===== src/include/scc_regs.svh =====
/*
  Constants of the synthesizer control and calibration register bank:
  register addresses, field positions, reset values, timing counts.
  Assumes inclusion by the bank module and by its bench.
*/
// Operation
// Lock-detect enable bit 13 of main control gates lock detection, default 1.
// High-compare adjust bits 8:7: 3 >200, 2 >150, 1 >100 MHz, 0 unused.
// Low-compare adjust bits 6:5: 3 <5, 2 <10, 1 <20 MHz, 0 unused.
// Amplitude calibration enable bit 4 lets calibration set oscillator amplitude.
// Writing 1 to frequency calibration enable bit 3 starts calibration.
// Status select bit 2: 1 shows lock status, 0 shows readback data.
// Writing 1 to soft reset bit 1 resets device; bit reads back 0.
// Power-down bit 0 powers whole device down when 1, default 0; the bank only holds the calibration divider and sequencer idle.
// Calibration clock is reference divided by two to the exponent, default 3.
// Host picks exponent keeping calibration clock just under 200 MHz.
// Compare delay bits 15:8 set amplitude calibration wait, default 25.
// Amplitude override bit 13 skips amplitude calibration, uses programmed code.
// Host keeps programmed amplitude code between 250 and 450.
// Capacitor bank override bit 10 skips frequency calibration, uses programmed code.
// Host sets core-select force, then writes core number 1 to 7.
// Host writes unnamed fields and reserved registers with map defaults.
// After reset calibration enables and status select read 1, soft reset 0.
// Each access is 24 bits: read flag, 7-bit address, 16 data, MSB first.
`ifndef SCC_REGS_SVH
`define SCC_REGS_SVH

// ****************************************
// Addresses
// ****************************************
`define SCC_ADDR_MAIN     7'h00
`define SCC_ADDR_CLKCFG   7'h01
`define SCC_ADDR_RSV_A    7'h02
`define SCC_ADDR_AMPT     7'h04
`define SCC_ADDR_RSV_B    7'h07
`define SCC_ADDR_OVR      7'h08

// ****************************************
// Field positions
// ****************************************
`define SCC_LOCK_DETECT_ENABLE_BIT     13
`define SCC_HADJ_HI       8
`define SCC_HADJ_LO       7
`define SCC_LADJ_HI       6
`define SCC_LADJ_LO       5
`define SCC_ACAL_BIT      4
`define SCC_FCAL_BIT      3
`define SCC_SEL_BIT       2
`define SCC_SRST_BIT      1
`define SCC_PD_BIT        0
`define SCC_DIV_HI        2
`define SCC_DLY_HI        15
`define SCC_DLY_LO        8
`define SCC_AOVR_BIT      13
`define SCC_COVR_BIT      10

// ****************************************
// Reset values and timing
// ****************************************
`define SCC_MAIN_RST      16'h201c
`define SCC_CLKCFG_RST    16'h0003
`define SCC_RSV_A_RST     16'h0000
`define SCC_AMPT_RST      16'h1900
`define SCC_RSV_B_RST     16'h0000
`define SCC_OVR_RST       16'h0000
`define SCC_FRAME_BITS    5'd24
`define SCC_ADDR_DONE     5'd7
`define SCC_FCAL_TICKS    8'h10

`endif


===== src/include/scc_pkg.sv =====
/*
  Types of the synthesizer control register bank.
  Assumes scc_regs.svh for numeric constants.
*/
`default_nettype none

package scc_pkg;

  // Serial frame, first bit in the top position
  typedef struct packed {
    logic        rd;
    logic [6:0]  addr;
    logic [15:0] data;
  } scc_frame_t;

  // Calibration sequencer states, one bit changing from IDLE to AMP and from AMP to FREQ
  typedef enum logic [1:0] {
    SCC_IDLE = 2'h0,
    SCC_AMP  = 2'h1,
    SCC_FREQ = 2'h3
  } scc_cal_state_t;

  // Calibration progress seen by the analog side
  typedef struct packed {
    logic busy;
    logic amp_phase;
    logic freq_phase;
  } scc_cal_t;

endpackage : scc_pkg

`default_nettype wire


===== src/hdl/scc_control_regs.sv =====
/*
  Control and calibration register bank of a wideband synthesizer.
  Registers are reached over a 4-wire serial port on pins.
  Assumes clock is the reference input; pins are asynchronous.
*/
`include "scc_regs.svh"
`default_nettype none

module scc_control_regs #(
  parameter int unsigned AMP_W = 9,
  parameter int unsigned CAP_W = 8
) (
  input  wire logic              clock,
  input  wire logic              rst,
  input  wire logic              sclk_pin,
  input  wire logic              cs_n_pin,
  input  wire logic              sdi_pin,
  input  wire logic              lock_status_pin,
  input  wire logic [AMP_W-1:0]  oscillator_amplitude_code,
  input  wire logic [CAP_W-1:0]  cap_bank_code,
  input  wire logic [AMP_W-1:0]  amp_cal_result,
  input  wire logic [CAP_W-1:0]  cap_cal_result,
  output logic                   status_output_pin,
  output logic                   lock_detect_enable,
  output logic [1:0]             freq_cal_high_compare_adjust,
  output logic [1:0]             freq_cal_low_compare_adjust,
  output logic                   power_down,
  output logic                   cal_clock_tick,
  output scc_pkg::scc_cal_t      cal_status,
  output logic [AMP_W-1:0]       amp_code_out,
  output logic [CAP_W-1:0]       cap_code_out
);
  import scc_pkg::*;

  // ****************************************
  // Pin synchronisers
  // ****************************************
  logic [3:0] pin_vec;
  logic [3:0] sync1_reg;
  logic [3:0] sync2_reg;

  assign pin_vec = {lock_status_pin, sdi_pin, cs_n_pin, sclk_pin};

  generate
    for (genvar i = 0; i < 4; i++) begin : g_sync
      always_ff @(posedge clock) begin
        if (rst) begin
          sync1_reg[i] <= (i == 1) ? 1'b1 : 1'b0;
          sync2_reg[i] <= (i == 1) ? 1'b1 : 1'b0;
        end else begin
          sync1_reg[i] <= pin_vec[i];
          sync2_reg[i] <= sync1_reg[i];
        end
      end
    end
  endgenerate

  logic sclk_s;
  logic cs_n_s;
  logic sdi_s;
  logic lock_s;
  logic sclk_prev_reg;
  logic cs_prev_reg;
  logic sclk_rise;
  logic cs_rise;

  assign sclk_s    = sync2_reg[0];
  assign cs_n_s    = sync2_reg[1];
  assign sdi_s     = sync2_reg[2];
  assign lock_s    = sync2_reg[3];
  assign sclk_rise = sclk_s & ~sclk_prev_reg;
  assign cs_rise   = cs_n_s & ~cs_prev_reg;

  always_ff @(posedge clock) begin
    if (rst) begin
      sclk_prev_reg <= 1'b0;
      cs_prev_reg   <= 1'b1;
    end else begin
      sclk_prev_reg <= sclk_s;
      cs_prev_reg   <= cs_n_s;
    end
  end

  // ****************************************
  // Serial frame receiver
  // ****************************************
  logic [23:0] shift_reg;
  logic [4:0]  bit_cnt_reg;
  scc_frame_t  frame;
  logic        wr_en;

  always_ff @(posedge clock) begin
    if (rst || cs_n_s) begin
      bit_cnt_reg <= 5'd0;
    end else if (sclk_rise && bit_cnt_reg < `SCC_FRAME_BITS) begin
      bit_cnt_reg <= bit_cnt_reg + 5'd1;
    end
  end

  always_ff @(posedge clock) begin
    if (rst) begin
      shift_reg <= 24'h000000;
    end else if (!cs_n_s && sclk_rise && bit_cnt_reg < `SCC_FRAME_BITS) begin
      shift_reg <= {shift_reg[22:0], sdi_s};
    end
  end

  assign frame = scc_frame_t'(shift_reg);
  assign wr_en = cs_rise && bit_cnt_reg == `SCC_FRAME_BITS && !frame.rd;

  // ****************************************
  // Register bank
  // ****************************************
  logic [15:0] main_reg;
  logic [15:0] clkcfg_reg;
  logic [15:0] rsv_a_reg;
  logic [15:0] ampt_reg;
  logic [15:0] rsv_b_reg;
  logic [15:0] ovr_reg;
  logic        soft_rst_reg;
  logic        cal_start_reg;
  logic        main_wr;

  assign main_wr = wr_en && frame.addr == `SCC_ADDR_MAIN;

  always_ff @(posedge clock) begin
    if (rst || soft_rst_reg) begin
      main_reg   <= `SCC_MAIN_RST;
      clkcfg_reg <= `SCC_CLKCFG_RST;
      rsv_a_reg  <= `SCC_RSV_A_RST;
      ampt_reg   <= `SCC_AMPT_RST;
      rsv_b_reg  <= `SCC_RSV_B_RST;
      ovr_reg    <= `SCC_OVR_RST;
    end else if (wr_en) begin
      case (frame.addr)
        `SCC_ADDR_MAIN: begin
          main_reg <= frame.data & ~(16'h0001 << `SCC_SRST_BIT);
        end
        `SCC_ADDR_CLKCFG: clkcfg_reg <= frame.data;
        `SCC_ADDR_RSV_A:  rsv_a_reg  <= frame.data;
        `SCC_ADDR_AMPT:   ampt_reg   <= frame.data;
        `SCC_ADDR_RSV_B:  rsv_b_reg  <= frame.data;
        `SCC_ADDR_OVR:    ovr_reg    <= frame.data;
        default: ;
      endcase
    end
  end

  // Soft reset request, one cycle after the frame
  always_ff @(posedge clock) begin
    if (rst || soft_rst_reg) begin
      soft_rst_reg <= 1'b0;
    end else begin
      soft_rst_reg <= main_wr && frame.data[`SCC_SRST_BIT];
    end
  end

  // Calibration trigger on a written 1
  always_ff @(posedge clock) begin
    if (rst || soft_rst_reg) begin
      cal_start_reg <= 1'b0;
    end else begin
      cal_start_reg <= main_wr && frame.data[`SCC_FCAL_BIT] && !frame.data[`SCC_SRST_BIT];
    end
  end

  logic amp_ovr;
  logic cap_ovr;
  logic amplitude_cal_enable;
  logic [7:0] cmp_dly;
  logic [2:0] div_exp;

  assign amp_ovr = ovr_reg[`SCC_AOVR_BIT];
  assign cap_ovr = ovr_reg[`SCC_COVR_BIT];
  assign amplitude_cal_enable = main_reg[`SCC_ACAL_BIT];
  assign cmp_dly = ampt_reg[`SCC_DLY_HI:`SCC_DLY_LO];
  assign div_exp = clkcfg_reg[`SCC_DIV_HI:0];

  // Field outputs straight from the bank
  assign lock_detect_enable           = main_reg[`SCC_LOCK_DETECT_ENABLE_BIT];
  assign freq_cal_high_compare_adjust = main_reg[`SCC_HADJ_HI:`SCC_HADJ_LO];
  assign freq_cal_low_compare_adjust  = main_reg[`SCC_LADJ_HI:`SCC_LADJ_LO];
  assign power_down                   = main_reg[`SCC_PD_BIT];

  // ****************************************
  // Readback
  // ****************************************
  function automatic logic [15:0] rd_mux(input logic [6:0] a);
    logic [15:0] d;
    d = 16'h0000;
    case (a)
      `SCC_ADDR_MAIN:   d = main_reg;
      `SCC_ADDR_CLKCFG: d = clkcfg_reg;
      `SCC_ADDR_RSV_A:  d = rsv_a_reg;
      `SCC_ADDR_AMPT:   d = ampt_reg;
      `SCC_ADDR_RSV_B:  d = rsv_b_reg;
      `SCC_ADDR_OVR:    d = ovr_reg;
      default:          d = 16'h0000;
    endcase
    return d;
  endfunction : rd_mux

  logic [15:0] rd_shift_reg;

  always_ff @(posedge clock) begin
    if (rst || cs_n_s) begin
      rd_shift_reg <= 16'h0000;
    end else if (sclk_rise && bit_cnt_reg == `SCC_ADDR_DONE) begin
      rd_shift_reg <= shift_reg[6] ? rd_mux({shift_reg[5:0], sdi_s}) : 16'h0000;
    end else if (sclk_rise && bit_cnt_reg > `SCC_ADDR_DONE) begin
      rd_shift_reg <= {rd_shift_reg[14:0], 1'b0};
    end
  end

  // Status pin source
  always_ff @(posedge clock) begin
    if (rst) begin
      status_output_pin <= 1'b0;
    end else if (main_reg[`SCC_SEL_BIT]) begin
      status_output_pin <= lock_s & main_reg[`SCC_LOCK_DETECT_ENABLE_BIT];
    end else begin
      status_output_pin <= rd_shift_reg[15];
    end
  end

  // ****************************************
  // Calibration clock divider
  // ****************************************
  logic [6:0] div_cnt_reg;
  logic [6:0] div_lim;

  assign div_lim = 7'((8'h01 << div_exp) - 8'h01);

  always_ff @(posedge clock) begin
    if (rst || soft_rst_reg || power_down) begin
      div_cnt_reg    <= 7'h00;
      cal_clock_tick <= 1'b0;
    end else begin
      cal_clock_tick <= div_cnt_reg >= div_lim;
      div_cnt_reg    <= (div_cnt_reg >= div_lim) ? 7'h00 : div_cnt_reg + 7'h01;
    end
  end

  // ****************************************
  // Calibration sequencer
  // ****************************************
  scc_cal_state_t state_reg;
  logic [7:0]     wait_reg;
  logic           amp_done;
  logic           freq_done;

  assign amp_done  = cal_clock_tick && (9'(wait_reg) + 9'h001 >= {1'b0, cmp_dly});
  assign freq_done = cal_clock_tick && (wait_reg + 8'h01 >= `SCC_FCAL_TICKS);

  always_ff @(posedge clock) begin
    if (rst || soft_rst_reg || power_down) begin
      state_reg <= SCC_IDLE;
      wait_reg  <= 8'h00;
    end else begin
      unique case (state_reg)
        SCC_IDLE: begin
          wait_reg <= 8'h00;
          if (cal_start_reg && amplitude_cal_enable && !amp_ovr) begin
            state_reg <= SCC_AMP;
          end else if (cal_start_reg && !cap_ovr) begin
            state_reg <= SCC_FREQ;
          end
        end
        SCC_AMP: begin
          if (amp_done) begin
            wait_reg  <= 8'h00;
            state_reg <= cap_ovr ? SCC_IDLE : SCC_FREQ;
          end else if (cal_clock_tick) begin
            wait_reg <= wait_reg + 8'h01;
          end
        end
        SCC_FREQ: begin
          if (freq_done) begin
            wait_reg  <= 8'h00;
            state_reg <= SCC_IDLE;
          end else if (cal_clock_tick) begin
            wait_reg <= wait_reg + 8'h01;
          end
        end
      endcase
    end
  end

  // Calibrated codes, captured at phase end
  logic [AMP_W-1:0] amp_cal_reg;
  logic [CAP_W-1:0] cap_cal_reg;

  always_ff @(posedge clock) begin
    if (rst) begin
      amp_cal_reg <= '0;
      cap_cal_reg <= '0;
    end else begin
      if (state_reg == SCC_AMP && amp_done) begin
        amp_cal_reg <= amp_cal_result;
      end
      if (state_reg == SCC_FREQ && freq_done) begin
        cap_cal_reg <= cap_cal_result;
      end
    end
  end

  // Codes to the oscillator
  always_ff @(posedge clock) begin
    if (rst) begin
      amp_code_out <= '0;
      cap_code_out <= '0;
      cal_status   <= '0;
    end else begin
      amp_code_out <= amp_ovr ? oscillator_amplitude_code : amp_cal_reg;
      cap_code_out <= cap_ovr ? cap_bank_code : cap_cal_reg;
      cal_status   <= '{busy:       state_reg != SCC_IDLE,
                        amp_phase:  state_reg == SCC_AMP,
                        freq_phase: state_reg == SCC_FREQ};
    end
  end
endmodule : scc_control_regs

`default_nettype wire


===== config.mk =====
export PLATFORM = sky130hd
export DESIGN_NAME = scc_control_regs
export DESIGN_NICKNAME = d
export VERILOG_FILES = /design/src/include/scc_pkg.sv /design/src/hdl/scc_control_regs.sv
export VERILOG_INCLUDE_DIRS = /design/src /design/src/include
export SDC_FILE = /design/constraint.sdc
export NUM_CORES = 1
export LEC_CHECK = 0
export BUFFER_PORTS_ARGS = -buffer_cell sky130_fd_sc_hd__buf_2
export CAP_MARGIN = 20
export CORE_MARGIN = 4
export CORE_UTILIZATION = 35
export DETAILED_ROUTE_END_ITERATION = 6
export GPL_TIMING_DRIVEN = 0
export MAX_ROUTING_LAYER = met4
export SYNTH_ARGS = -nofsm -noshare
export SYNTH_HDL_FRONTEND = slang
export SYNTH_SLANG_ARGS = --single-unit

===== constraint.sdc =====
create_clock -name clock -period 2.4 [get_ports clock]
set_clock_uncertainty 0.05 [all_clocks]
set_input_delay 0 -clock clock [delete_from_list [all_inputs] [get_ports clock]]
set_output_delay 0 -clock clock [all_outputs]
set_load 0.02 [all_outputs]

==> impl_metrics.yaml <==
die:
  die_w_microns: 171
  fp.coreArea_sq_um: 26100
  dieArea_sq_um: 29400
  die_y_microns: 171
  start_util_pct: 35.7
  rows: 59
  boundaryPins: 68
grt:
  gr-usage-all-layers_pct: 18.9
  grt_pass1_vias: 7871
  grt_max_degree: 13
  grt.overflow.total: 0
  antenna_found_initial: 0
  grt_pass1_wl_mm: 43.0
logic_synthesis:
  synth_cell_types: 64
  synthCells: 1059
  synth_fp_nets: 1118
  avgSynthCellArea_sq_um: 8.82
  ys_warn_count: 0
  ys_seq_area_share_pct: 44.6
  syn-cell-area_sq_um: 9340
  synthArstFlopShare_pct: 0
  synth_edf_count: 0
  synth_seq_cells: 208
  synthFlopType: "dfxtp_1"
final_layout:
  diodes: 0
  final_cell_mix: "201 x dfxtp_1, 136 x nand2_1, 94 x mux2i_1, 88 x nor2_1, 78 x buf_2"
  syn2layout_area_growth_pct: 24.6
  layout_commonest_cell: "dfxtp_1"
  drive_gt1_share_pct: 18.2
  fin_util_pct: 44.5
  layout.nets: 1255
  largest_reg_flops: 24
clocking:
  cts.path.max_buffers: 3
  cts-buffers-inserted: 24
  htree_levels: 1
  cts_tree: "done"
  root_buffer: "clkbuf_16"
  clk_pin_slew_ps: 60
  clk_latency_ps: 520
  cts_sinks: 208
status:
  status: "complete, but fails checks"
  violations: "negative setup slack"
timing:
  grt_setup_unrepaired: "yes"
  setup_ws_ps: -53.6
  finalCriticalPeriod_ps: 2450
  drv_slew: 0
  tightest_slew_ps: 1170
  fmax_mhz: 408
  hold_viol_final: 0
  slew_headroom_pct: 21.9
  setup_viol: 6
  finalSetupTns_ps: -198
  fin_crit_sh_pct: 102
place:
  portBuffers: 67
  dp_hpwl_mm: 18.8
  finalWeightedCongestion: 0.909
routing:
  vias_per_cell: 5.23
  routed_wl_mm: 27.3
  vias: 8086
  dr.first_iter.drc_count: 547
  antenna_left: 0
  dr.pass1.iters: 5
  drc: 0
  avgRoutedWirePerCell_microns: 17.7
flow_run:
  drv_cap: 0
worst_setup_path:
  crit_required_ps: 2760
  cp.arrival_ps: 2810
  cp-start-kind: "flop"
  cp_max_fo: 8
  cp-end-kind: "flop"
  critical_path_class: "reg2reg"
hold_path:
  hold_path.class: "in2reg"
pwr:
  p_leak_uw: 0.00443
  p_per_area_nw_per_um2: 631
  ir_drop_v: 0.000503
==> cells in the mapped netlist, types with 5 or more instances <==
library cell,number,area [sq um]
o21ai_0,39,195
buf_1,7,26.3
or2_2,9,56.3
nor2_1,91,342
a31o_2,9,78.8
mux2i_1,94,941
nand2_1,136,510
o211ai_1,5,37.5
and2_1,10,62.6
buf_2,12,60.1
xnor2_1,8,70.1
ha_1,19,238
dfxtp_1,208,4160
xor2_1,12,105
and3_1,15,93.8
nand2b_1,40,250
nor2b_1,11,68.8
inv_1,18,67.6
nor3_1,17,85.1
clkbuf_1,54,203
a2bb2oi_1,7,61.3
o22ai_1,6,37.5
a21oi_1,65,325
a21o_1,6,45.0
o2bb2ai_1,7,61.3
nand3_1,46,230
a22oi_1,12,90.1
a31oi_1,12,75.1
a311oi_1,6,52.6
buf_4,7,52.6
a221oi_1,6,52.6
==> final cells by class <==
type                       instances  area (sq um)
timing repair buffer             119           845
inverter                          18          67.6
clock buffer                      36           727
tap                              335           419
multi-input combinational        746          4930
sequential                       208          4180
buffer                            79           422
clock inverter                     5          50.0
fill                            2554         14500
==> layer usage <==
layer | part of all wire [%] | track usage, % | up-vias
li1 | - | - | 3951
met4 | 2.5 | 4.51 | 0
met1 | 46 | 25.2 | 3854
met3 | 5.5 | 2.62 | 51
met5 | 0 | - | -
met2 | 46 | 30.5 | 230
==> cell families after synthesis <==
group / count (synthesis) / synth area share, %
DFF: 208 / 44.6
AOI/OAI and AO/OA: 204 / 14.0
adders and majority gates: 19 / 2.54
muxes: 94 / 10.1
xor gates and xnor gates: 20 / 1.88
buffers and inverters: 105 / 5.33
and+or+nand+nor: 409 / 21.6
==> worst paths after layout <==
path,startpoint,to,slack [ps],cells after the start
setup / recovery,wait_reg[0],wait_reg[2],-50,11
setup reg to reg,wait_reg[0],wait_reg[2],-50,11
hold / removal,rst,ampt_reg[11],140,5
hold reg to reg,sync1_reg[1],cs_n_s,370,1
==> report_power, final <==
part / total, uW / internal, uW / switching (uW) / leakage, uW
registers: 3480 / 3470 / 13.5 / 0.00168
logic: 260 / 116 / 144 / 0.00236
clock network: 3600 / 2180 / 1420 / 0.000387
==> critical path, cell delays in order (launching register included) <==
cell      delay, ps
dfxtp_4         360
ha_4            140
and4_4          210
and2_4          150
xor2_2          180
ha_4            230
a21o_1          210
a211oi_4        290
buf_6           140
a211oi_4         60
buf_12          160
nor3_2          170
==> metrics by stage <==
step	hold slack, ps	cell area (sq um)	total power, uW	cells	worst slack (ps)
3_5_place_dp	142	10100	3760	1461	-587
4_1_cts	120	11500	7390	1550	-16.5
3_3_place_gp	141	10100	3760	1461	-549
6_report	142	11600	7340	1546	-53.6
5_1_grt	158	11600	7550	1546	-137
2_1_floorplan	53.8	9370	3670	1059	-45.5
==> repair_timing <==
action	4_1_cts	5_1_grt
setup endpoints to repair	42	67
pin swaps	10	9
endpoints found under the hold margin	38	0
setup buffers	12	3
hold buffers	38	0
resized for setup	28	38
Note: power is estimated with default switching activity, not from simulation.
